--- config.mk ---
export PLATFORM = sky130hd
export DESIGN_NAME = sclc_top
export DESIGN_NICKNAME = d
export VERILOG_FILES = /design/src/sclc_pkg.sv /design/src/sclc_top.sv /design/src/sclc_shift_reg.sv
export SDC_FILE = /design/constraint.sdc
export NUM_CORES = 1
export LEC_CHECK = 0
export ABC_CLOCK_PERIOD_IN_PS = 2630
export BUFFER_PORTS_ARGS = -buffer_cell sky130_fd_sc_hd__buf_2
export CAP_MARGIN = 15
export CORE_MARGIN = 4
export CORE_UTILIZATION = 35
export DETAILED_ROUTE_END_ITERATION = 12
export GPL_TIMING_DRIVEN = 0
export SYNTH_ARGS = -nofsm -noshare
export SYNTH_HDL_FRONTEND = slang
export SYNTH_HIERARCHICAL = 1
export SYNTH_SLANG_ARGS = --single-unit
export TNS_END_PERCENT = 1
--- constraint.sdc ---
create_clock -name ref_clk -period 2.63 [get_ports ref_clk]
set_clock_uncertainty 0.05 [all_clocks]
set_input_delay 0.6575 -clock ref_clk [delete_from_list [all_inputs] [get_ports ref_clk]]
set_output_delay 0.6575 -clock ref_clk [all_outputs]
set_load 0.01 [all_outputs]
--- src/sclc_pkg.sv ---
// package: constants and types for the scan linker control and counter block
package sclc_pkg;

   // register widths
   localparam int unsigned CTL_W = 10;
   localparam int unsigned CNT_W = 8;
   localparam int unsigned IDB_W = 4;
   localparam int unsigned SEL_W = 8;
   localparam int unsigned NPATH = 4;

   // control register bit positions
   localparam int unsigned CTL_DOWN     = 9;
   localparam int unsigned CTL_LATCH    = 8;
   localparam int unsigned CTL_OPOL     = 7;
   localparam int unsigned CTL_SRC_HI   = 6;
   localparam int unsigned CTL_SRC_LO   = 5;
   localparam int unsigned CTL_PMASK    = 4;
   localparam int unsigned CTL_TRISTATE = 3;
   localparam int unsigned CTL_OEN      = 2;
   localparam int unsigned CTL_IPOL     = 1;
   localparam int unsigned CTL_DDIS     = 0;

   // reset values and counter terminal values
   localparam logic [CTL_W-1:0] CTL_RST  = 10'h000;
   localparam logic [SEL_W-1:0] SEL_RST  = 8'h00;
   localparam logic [CNT_W-1:0] CNT_RST  = 8'h00;
   localparam logic [CNT_W-1:0] CNT_ZERO = 8'h00;
   localparam logic [CNT_W-1:0] CNT_ONES = 8'hFF;
   localparam logic [CNT_W-1:0] CNT_STEP = 8'h01;

   // condition output source codes (bits 6 and 5)
   localparam logic [1:0] SRC_IDLE = 2'h0;
   localparam logic [1:0] SRC_PERR = 2'h1;
   localparam logic [1:0] SRC_TERM = 2'h2;
   localparam logic [1:0] SRC_CIN  = 2'h3;

   // test access port controller states
   typedef enum logic [3:0] {
      TAP_RESET, TAP_IDLE, TAP_SEL_DR, TAP_CAP_DR, TAP_SHIFT_DR, TAP_EXIT1_DR,
      TAP_PAUSE_DR, TAP_EXIT2_DR, TAP_UPD_DR, TAP_SEL_IR, TAP_CAP_IR, TAP_SHIFT_IR,
      TAP_EXIT1_IR, TAP_PAUSE_IR, TAP_EXIT2_IR, TAP_UPD_IR
   } sclc_tap_e;

   // decoded instructions that matter to this block
   typedef enum logic [2:0] {
      INS_OTHER, INS_COUNT, INS_SCAN_CTL, INS_SCAN_CNT, INS_READ_CNT,
      INS_SCAN_IDB, INS_READ_IDB, INS_SCAN_SEL
   } sclc_instr_e;

endpackage

--- src/sclc_top.sv ---
// top: control, counter, id bus and select scan registers with condition output
`timescale 1ns/1ps
module sclc_top
   import sclc_pkg::*;
(
   input  wire logic              ref_clk,                     // system clock
   input  wire logic              nrst,                        // sync reset, active low
   input  wire sclc_tap_e         tap_state,                   // tap controller state
   input  wire sclc_instr_e       instr,                       // decoded current instruction
   input  wire logic              tck_rise,                    // test clock rising edge enable
   input  wire logic              tck_fall,                    // test clock falling edge enable
   input  wire logic              tdi,                         // serial test data in
   input  wire logic [IDB_W-1:0]  id_bus,                      // identification bus inputs
   input  wire logic              condition_input,             // condition input pin
   input  wire logic              instruction_parity_error_n,  // parity error, active low
   output logic                   tdo,                         // serial test data out
   output logic                   tdo_oe_n,                    // tdo drive enable, low drives
   output logic                   condition_output,            // condition output level
   output logic                   condition_output_oe_n,       // condition output enable, low drives
   output logic                   downstream_test_clock_oe_n,  // downstream clock enable, low drives
   output logic [NPATH-1:0]       downstream_mode_select_oe_n, // downstream mode enables, low drives
   output logic [NPATH-1:0]       downstream_data_out_oe_n,    // downstream data enables, low drives
   output logic [CNT_W-1:0]       count_value,                 // live counter value
   output logic [CTL_W-1:0]       scan_control_register        // decoded control settings
);

   ////////////////////////////////////////////////////////////////////////////
   // tap strobes

   logic trst;
   logic cap_str;
   logic sh_str;
   logic upd_str;

   assign trst    = (tap_state == TAP_RESET);
   assign cap_str = tck_rise && (tap_state == TAP_CAP_DR);
   assign sh_str  = tck_rise && (tap_state == TAP_SHIFT_DR);
   assign upd_str = tck_fall && (tap_state == TAP_UPD_DR);

   ////////////////////////////////////////////////////////////////////////////
   // scan registers

   logic [CTL_W-1:0] ctl_sh;
   logic [CNT_W-1:0] cnt_sh;
   logic [IDB_W-1:0] idb_sh;
   logic [SEL_W-1:0] sel_sh;
   logic             ctl_sdo;
   logic             cnt_sdo;
   logic             idb_sdo;
   logic             sel_sdo;
   logic [CNT_W-1:0] counter_q;
   logic [CNT_W-1:0] counter_d;
   logic [CNT_W-1:0] preload_q;
   logic [CNT_W-1:0] preload_d;
   logic             is_cnt;

   assign is_cnt = (instr == INS_SCAN_CNT) || (instr == INS_READ_CNT);

   // control path
   // ten bit control chain, never captured, cleared by test reset
   sclc_shift_reg #(.W(CTL_W), .RST_VAL(CTL_RST), .CLR_ON_TRST(1'b1)) u_ctl (
      .ref_clk  (ref_clk),
      .nrst     (nrst),
      .trst     (trst),
      .cap_en   (1'b0),
      .cap_val  (CTL_RST),
      .shift_en (sh_str && (instr == INS_SCAN_CTL)),
      .sdi      (tdi),
      .q        (ctl_sh),
      .sdo      (ctl_sdo)
   );

   // counter capture
   // live count or earlier preload picked by instruction
   sclc_shift_reg #(.W(CNT_W), .RST_VAL(CNT_RST), .CLR_ON_TRST(1'b0)) u_cnt (
      .ref_clk  (ref_clk),
      .nrst     (nrst),
      .trst     (trst),
      .cap_en   (cap_str && is_cnt),
      .cap_val  ((instr == INS_READ_CNT) ? preload_q : counter_q),
      .shift_en (sh_str && is_cnt),
      .sdi      (tdi),
      .q        (cnt_sh),
      .sdo      (cnt_sdo)
   );

   // id bus sampling
   // only the scan form samples the bus, read form just shifts
   sclc_shift_reg #(.W(IDB_W), .RST_VAL('0), .CLR_ON_TRST(1'b0)) u_idb (
      .ref_clk  (ref_clk),
      .nrst     (nrst),
      .trst     (trst),
      .cap_en   (cap_str && (instr == INS_SCAN_IDB)),
      .cap_val  (id_bus),
      .shift_en (sh_str && ((instr == INS_SCAN_IDB) || (instr == INS_READ_IDB))),
      .sdi      (tdi),
      .q        (idb_sh),
      .sdo      (idb_sdo)
   );

   // select chain
   // shifted only, never captured
   sclc_shift_reg #(.W(SEL_W), .RST_VAL(SEL_RST), .CLR_ON_TRST(1'b1)) u_sel (
      .ref_clk  (ref_clk),
      .nrst     (nrst),
      .trst     (trst),
      .cap_en   (1'b0),
      .cap_val  (SEL_RST),
      .shift_en (sh_str && (instr == INS_SCAN_SEL)),
      .sdi      (tdi),
      .q        (sel_sh),
      .sdo      (sel_sdo)
   );

   ////////////////////////////////////////////////////////////////////////////
   // control settings, counter and condition logic

   logic [CTL_W-1:0] ctl_q;
   logic [CTL_W-1:0] ctl_d;
   logic             cin_act_q;
   logic             cin_act_d;
   logic             pause_q;
   logic             pause_d;
   logic             cin_act;
   logic             down;
   logic             hold_zero;
   logic             term_n;
   logic             cnt_step;

   assign down    = ctl_q[CTL_DOWN];
   assign cin_act = (condition_input == ctl_q[CTL_IPOL]);
   assign hold_zero = down && ctl_q[CTL_LATCH] && (counter_q == CNT_ZERO);
   assign term_n = !((down && (counter_q == CNT_ZERO)) || (!down && (counter_q == CNT_ONES)));
   assign cnt_step = (instr == INS_COUNT) && (tap_state == TAP_IDLE) && cin_act && !cin_act_q && !hold_zero;

   // next values of settings, counter, preload and pause flag
   always_comb begin
      ctl_d     = ctl_q;
      counter_d = counter_q;
      preload_d = preload_q;
      cin_act_d = cin_act;
      pause_d   = pause_q;
      if (upd_str && (instr == INS_SCAN_CTL)) begin
         ctl_d = ctl_sh;
      end
      if (upd_str && is_cnt) begin
         counter_d = cnt_sh;
         preload_d = cnt_sh;
      end else if (cnt_step) begin
         counter_d = down ? (counter_q - CNT_STEP) : (counter_q + CNT_STEP);
      end
      if (tck_fall) begin
         pause_d = (tap_state == TAP_PAUSE_IR);
      end
      if (!nrst || trst) begin
         ctl_d   = CTL_RST;
         pause_d = 1'b0;
      end
      if (!nrst) begin
         counter_d = CNT_RST;
         preload_d = CNT_RST;
      end
   end

   // register only
   always_ff @(posedge ref_clk) begin
      ctl_q     <= ctl_d;
      counter_q <= counter_d;
      preload_q <= preload_d;
      cin_act_q <= cin_act_d;
      pause_q   <= pause_d;
   end

   ////////////////////////////////////////////////////////////////////////////
   // output flops

   logic [1:0]       src;
   logic             co_active;
   logic             co_level;
   logic             co_q;
   logic             co_d;
   logic             co_oe_n_q;
   logic             co_oe_n_d;
   logic             tdo_q;
   logic             tdo_d;
   logic             tdo_oe_n_q;
   logic             tdo_oe_n_d;
   logic             dck_oe_n_q;
   logic [NPATH-1:0] dms_oe_n_q;
   logic [NPATH-1:0] dms_oe_n_d;
   logic [NPATH-1:0] ddo_oe_n_q;
   logic [NPATH-1:0] ddo_oe_n_d;
   logic             shifting;

   assign src      = {ctl_q[CTL_SRC_HI], ctl_q[CTL_SRC_LO]};
   assign shifting = (tap_state == TAP_SHIFT_DR) || (tap_state == TAP_SHIFT_IR);

   // condition output source, polarity and drive
   always_comb begin
      co_active = 1'b0;
      unique case (src)
         SRC_IDLE: co_active = 1'b0;
         SRC_PERR: co_active = pause_q && !instruction_parity_error_n && !ctl_q[CTL_PMASK];
         SRC_TERM: co_active = !term_n;
         SRC_CIN:  co_active = cin_act;
      endcase
      co_level = ctl_q[CTL_OPOL] ? co_active : !co_active;
      co_d      = 1'b1;
      co_oe_n_d = 1'b1;
      if (ctl_q[CTL_OEN]) begin
         co_d      = co_level;
         co_oe_n_d = ctl_q[CTL_TRISTATE] ? 1'b0 : co_level;
      end
   end

   // serial output and downstream enables
   always_comb begin
      tdo_d      = tdo_q;
      tdo_oe_n_d = tdo_oe_n_q;
      if (tck_fall) begin
         tdo_oe_n_d = (tap_state != TAP_SHIFT_DR);
         unique case (instr)
            INS_SCAN_CTL:                tdo_d = ctl_sdo;
            INS_SCAN_CNT, INS_READ_CNT:  tdo_d = cnt_sdo;
            INS_SCAN_IDB, INS_READ_IDB:  tdo_d = idb_sdo;
            INS_SCAN_SEL:                tdo_d = sel_sdo;
            INS_OTHER, INS_COUNT:        tdo_d = 1'b0;
         endcase
      end
      for (int i = 0; i < NPATH; i++) begin
         dms_oe_n_d[i] = ctl_d[CTL_DDIS];
         ddo_oe_n_d[i] = ctl_d[CTL_DDIS] || !sel_sh[2*i+1] || !shifting;
      end
      if (!nrst) begin
         tdo_d      = 1'b0;
         tdo_oe_n_d = 1'b1;
      end
   end

   // register only
   always_ff @(posedge ref_clk) begin
      co_q       <= co_d;
      co_oe_n_q  <= co_oe_n_d;
      tdo_q      <= tdo_d;
      tdo_oe_n_q <= tdo_oe_n_d;
      dck_oe_n_q <= ctl_d[CTL_DDIS];
      dms_oe_n_q <= dms_oe_n_d;
      ddo_oe_n_q <= ddo_oe_n_d;
   end

   assign tdo                         = tdo_q;
   assign tdo_oe_n                    = tdo_oe_n_q;
   assign condition_output            = co_q;
   assign condition_output_oe_n       = co_oe_n_q;
   assign downstream_test_clock_oe_n  = dck_oe_n_q;
   assign downstream_mode_select_oe_n = dms_oe_n_q;
   assign downstream_data_out_oe_n    = ddo_oe_n_q;
   assign count_value                 = counter_q;
   assign scan_control_register       = ctl_q;
endmodule

--- src/sclc_shift_reg.sv ---
// serial shift register with optional parallel capture and test reset
`timescale 1ns/1ps
module sclc_shift_reg
   import sclc_pkg::*;
#(
   parameter int unsigned W = 8,
   parameter logic [W-1:0] RST_VAL = '0,
   parameter bit          CLR_ON_TRST = 1'b1
) (
   input  wire logic         ref_clk,  // system clock
   input  wire logic         nrst,     // sync reset, active low
   input  wire logic         trst,     // test logic reset level
   input  wire logic         cap_en,   // parallel capture strobe
   input  wire logic [W-1:0] cap_val,  // parallel capture value
   input  wire logic         shift_en, // shift strobe
   input  wire logic         sdi,      // serial in
   output logic      [W-1:0] q,        // register contents
   output logic              sdo       // serial out
);

   logic [W-1:0] q_q;
   logic [W-1:0] q_d;

   // next value: reset, capture, or shift toward bit 0
   always_comb begin
      q_d = q_q;
      if (!nrst || (trst && CLR_ON_TRST)) begin
         q_d = RST_VAL;
      end else if (cap_en) begin
         q_d = cap_val;
      end else if (shift_en) begin
         q_d = {sdi, q_q[W-1:1]};
      end
   end

   // register only
   always_ff @(posedge ref_clk) begin
      q_q <= q_d;
   end

   assign q   = q_q;
   assign sdo = q_q[0];

endmodule

==> results of run 1 <==
==> path summary, 6_finish.rpt <==
check / from / to / slack [ns] / cells after the start
setup / recovery: tap_state[1] / u_idb/q[1] / 0.28 / 6
hold / removal: u_sel/q[7] / downstream_data_out_oe_n[3] / 0.35 / 1
setup reg to reg: scan_control_register[9] / count_value[6] / 0.38 / 7
hold reg to reg: u_sel/q[7] / downstream_data_out_oe_n[3] / 0.35 / 1
==> flip-flops by register name (all words and copies together) (netlist names), 4 cells and up <==
signal	flops
u_idb/q	4
preload_q	8
u_sel/q	8
u_ctl/q	10
count_value	8
scan_control_register	9
downstream_data_out_oe_n	4
u_cnt/q	8
==> per-layer routing <==
| metal | track usage [%] | vias to the layer above |
|---|---|---|
| met5 | 0 | - |
| met1 | 19.8 | 1343 |
| met3 | 4.60 | 9 |
| met4 | 4.10 | 0 |
| li1 | - | 1501 |
| met2 | 22.4 | 50 |
==> per-stage QoR <==
| stage | util, % | setup slack [ns] |
|---|---|---|
| after CTS | 43.2 | 0.257 |
| after global placement | 41.5 | -0.103 |
| after global routing | 43.2 | 0.135 |
| after detailed placement | 41.5 | -0.114 |
| final | 43.2 | 0.284 |
| after floorplan | - | 0.408 |
==> where the power goes <==
group          switching (mW)  internal (mW)
clock                   0.386          0.384
combinational          0.0805         0.0696
sequential             0.0184           1.02
==> critical path, stage by stage <==
cell	delay, ns
buf_2	0.14
nor4b_1	0.66
nand2_1	0.21
nor2_1	0.32
mux2_1	0.36
o211a_1	0.20
==> cell type report <==
class / count / area, µm²
Clock buffer: 12 / 155
Timing Repair Buffer: 44 / 220
Tap cell: 133 / 166
Fill cell: 1019 / 5650
Inverter: 11 / 41.3
Buffer: 28 / 220
Clock inverter: 3 / 15.0
Sequential cell: 66 / 1320
Multi-Input combinational cell: 304 / 2160
==> flow_summary.yaml, run 1 <==
drt:
  ant_nets: 0
  dr_wl_met3_um: 499
  finalWirelength_mm: 8.29
  maxUsedRoutingLayer: "met4"
  vias_per_cell: 4.83
  num_vias: 2903
  drt_iter0_markers: 100
  drt-met1-wl_mm: 4.06
  first_pass_iters: 4
  wl_met2_mm: 3.66
  wire_per_inst_um: 13.8
  route.detailed.drc: 0
sta:
  clock.fmax_ghz: 0.426
  period_needed_ns: 2.35
  slew_violations: 0
  rsz0062_at_grt: "no"
  setup_tns_ns: 0
  slew_headroom_pct: 47.1
  min_period_over_period_pct: 89.2
  worst_pin_slew_ns: 0.788
  setup_viol: 0
  hold_ws_ns: 0.352
  hold_viol: 0
run_status:
  status: "finished clean"
power:
  fin_total_pwr_mw: 1.96
  ir_drop_uv: 234
  p_per_area_nw_per_um2: 456
  leakage_nw: 1.96
place:
  routabilityCongestion: 0.798
  port-buffer-count: 44
  dp_hpwl_mm: 6.29
  place_area_um2: 4130
  post-place-cells: 586
global_routing:
  grt_max_degree: 14
  grt_pass1_wl_mm: 13.9
  grt.overflow.total: 0
  track_usage_pct: 14.6
  antenna_found_initial: 0
  grt_pass1_vias: 2826
clock_network:
  htreeDepth: 3
  postCtsSetupRepairBufs: 0
  cts_buffers: 9
  cts_tree: "yes"
  cts_resized: 0
  clkSinkCount: 66
  clock_latency_ns: 0.34
  cts_root_buf: "clkbuf_8"
  clockBufferDepth: 2
  clkTransAtPathRegs_ns: 0.07
  cts_hold_buf: 0
finish:
  area_delta_synth_final_pct: 18.2
  antennaDiodeCount: 0
  nNetsFinal: 489
  fin_cells: 601
  layout_common_cells: "dfxtp_1, buf_2, nand2_1, mux2i_1, conb_1"
  final_common_cell: "dfxtp_1"
  final_area_um2: 4300
  drive_gt1_share_pct: 22.0
floorplan:
  die_y_um: 110
  core_um2: 9950
  die_width_um: 110
  fp-row-count: 36
  io_pins: 49
  initial_core_util_pct: 36.6
  die-area_um2: 12100
setup_path:
  critPathCaptureType: "register"
  start_kind: "input port"
  worstPathRequired_ns: 2.82
  worstPathArrival_ns: 2.54
  path_max_fanout: 7
  critPathKind: "in2reg"
synthesis:
  avgSynthCellArea_um2: 9.56
  synthCells: 381
  ys_warn_count: 6
  synth_area_um2: 3640
flow_run:
  cap_violations: 0
worst_hold_path:
  min_path_type: "reg2reg"
(Power assumes the default switching activity.)
==> inputs of run 2 (changes only) <==
--- a/config.mk
+++ b/config.mk
@@ -13,4 +13,5 @@
 export DETAILED_ROUTE_END_ITERATION = 12
 export GPL_TIMING_DRIVEN = 0
+export PLACE_DENSITY = 0.58
 export SYNTH_ARGS = -nofsm -noshare
 export SYNTH_HDL_FRONTEND = slang
==> constraint.sdc (replaced) <==
create_clock -name ref_clk -period 2.63 [get_ports ref_clk]
set_clock_uncertainty 0.05 [all_clocks]
set_input_delay 0.526 -clock ref_clk [delete_from_list [all_inputs] [get_ports ref_clk]]
set_output_delay 0.526 -clock ref_clk [all_outputs]
set_load 0.01 [all_outputs]
==> flow_summary.yaml, run 2 (synthesis results as in run 1) <==
finish:
  layout_common_cells: "dfxtp_1, buf_2, nand2_1, mux2i_1, conb_1"
  drive_gt1_share_pct: 22.4
  area_delta_synth_final_pct: 19.7
  final_common_cell: "dfxtp_1"
  utilization_pct: 43.8
  antennaDiodeCount: 0
  largest_register_ffs: 10
  fillCellCount: 997
  multiInputGateArea_um2: 2160
  seq_area_um2: 1320
  nNetsFinal: 489
setup_path:
  critPathCaptureType: "register"
  critPathKind: "reg2reg"
  critical_path.cell_chain: "inv_1 -> fa_1 -> nor2b_1 -> o21ai_0 -> a21o_1 -> a211oi_1 -> o21ai_1"
  start_kind: "register"
  worstPathRequired_ns: 2.82
  slowest_stage: "dfxtp_1"
  worstPathArrival_ns: 2.42
  path_max_fanout: 13
  critical_path.max_stage_delay_ns: 0.61
sta:
  worst_slack_ns: 0.397
  hold_viol: 0
  period_needed_ns: 2.23
  setup_viol: 0
  min_period_over_period_pct: 84.9
  slew_violations: 0
  setup_tns_ns: 0
  rsz0062_at_grt: "no"
  worst_pin_slew_ns: 0.829
  clock.fmax_ghz: 0.448
  slew_headroom_pct: 44.3
  hold_ws_ns: 0.353
drt:
  first_pass_iters: 4
  wire_per_inst_um: 14.1
  vias_per_cell: 4.92
  num_vias: 2960
  route.detailed.drc: 0
  ant_nets: 0
  drt_iter0_markers: 100
  finalWirelength_mm: 8.51
place:
  port-buffer-count: 44
  pre_cts_ws_ns: 0.00424
  routabilityCongestion: 0.787
  dp_hpwl_mm: 6.40
run_status:
  status: "finished clean"
global_routing:
  antenna_found_initial: 0
  grt.overflow.total: 0
  track_usage_pct: 14.9
  grt_pass1_wl_mm: 13.9
  grt_max_degree: 14
  grt_pass1_vias: 2856
floorplan:
  fp-row-count: 36
  initial_core_util_pct: 36.6
  die_y_um: 110
  core_um2: 9950
  io_pins: 49
  die_width_um: 110
  die-area_um2: 12100
worst_hold_path:
  min_path_type: "reg2reg"
clock_network:
  cts_root_buf: "clkbuf_8"
  cts_buffers: 9
  clkTransAtPathRegs_ns: 0.08
  cts_resized: 0
  clockBufferDepth: 2
  clock_latency_ns: 0.35
  cts_tree: "yes"
  postCtsSetupRepairBufs: 0
  clkSinkCount: 66
  cts_hold_buf: 0
  htreeDepth: 3
power:
  ir_drop_uv: 306
  p_per_area_nw_per_um2: 499
  leakage_nw: 1.97
flow_run:
  cap_violations: 0
run 2: changes by cell type in the layout (fill, tap and decap cells not counted), sizes merged:
cell | previous run | this run
bufinv | 0 | 2
clkbuf | 20 | 18
clkinv | 4 | 2
clkinvlp | 0 | 2
inv | 10 | 11
run 2: cell type report:
type	instances	share of cell area [%]
clock inverter	6	2.04
sequential	66	30.3
clock buffer	10	3.16
multi-input combinational	304	49.6
timing repair buffer	44	5.05
tap	133	3.82
buffer	28	5.05
inverter	11	0.947
run 2: stage by stage:
step	cell area, µm²	total power [mW]	cells
after floorplan	3750	1.17	409
final	4360	2.18	602
after global routing	4360	2.27	602
after global placement	4130	1.21	586
after CTS	4360	2.20	602
after detailed placement	4130	1.22	586
run 2: per-layer routing:
| layer | GRT usage [%] | routed length, µm | up-vias |
|---|---|---|---|
| met5 | 0 | 0 | - |
| li1 | - | - | 1497 |
| met3 | 5.30 | 475 | 14 |
| met2 | 23.6 | 3870 | 58 |
| met1 | 18.7 | 4000 | 1391 |
| met4 | 5.16 | 159 | 0 |
run 2: critical path: cells and delay by family (launching register included):
kind | cells | cell delay, ns
AOI/OAI and AO/OA | 4 | 0.74
adders and majority gates | 1 | 0.43
and+or+nand+nor | 1 | 0.13
buffers and inverters | 1 | 0.17
DFF | 1 | 0.61
run 2: path summary, 6_finish.rpt:
kind | start | slack, ns | to | depth (start not counted)
min | u_sel/q[3] | 0.35 | downstream_data_out_oe_n[1] | 1
max | scan_control_register[9] | 0.40 | count_value[6] | 7
min reg2reg | u_sel/q[3] | 0.35 | downstream_data_out_oe_n[1] | 1
max reg2reg | scan_control_register[9] | 0.40 | count_value[6] | 7
run 2: report_power, final:
group / switching, mW / leakage [nW] / internal (mW)
clock network: 0.420 / 0.109 / 0.561
registers: 0.0191 / 0.537 / 1.02
logic: 0.0822 / 1.33 / 0.0696
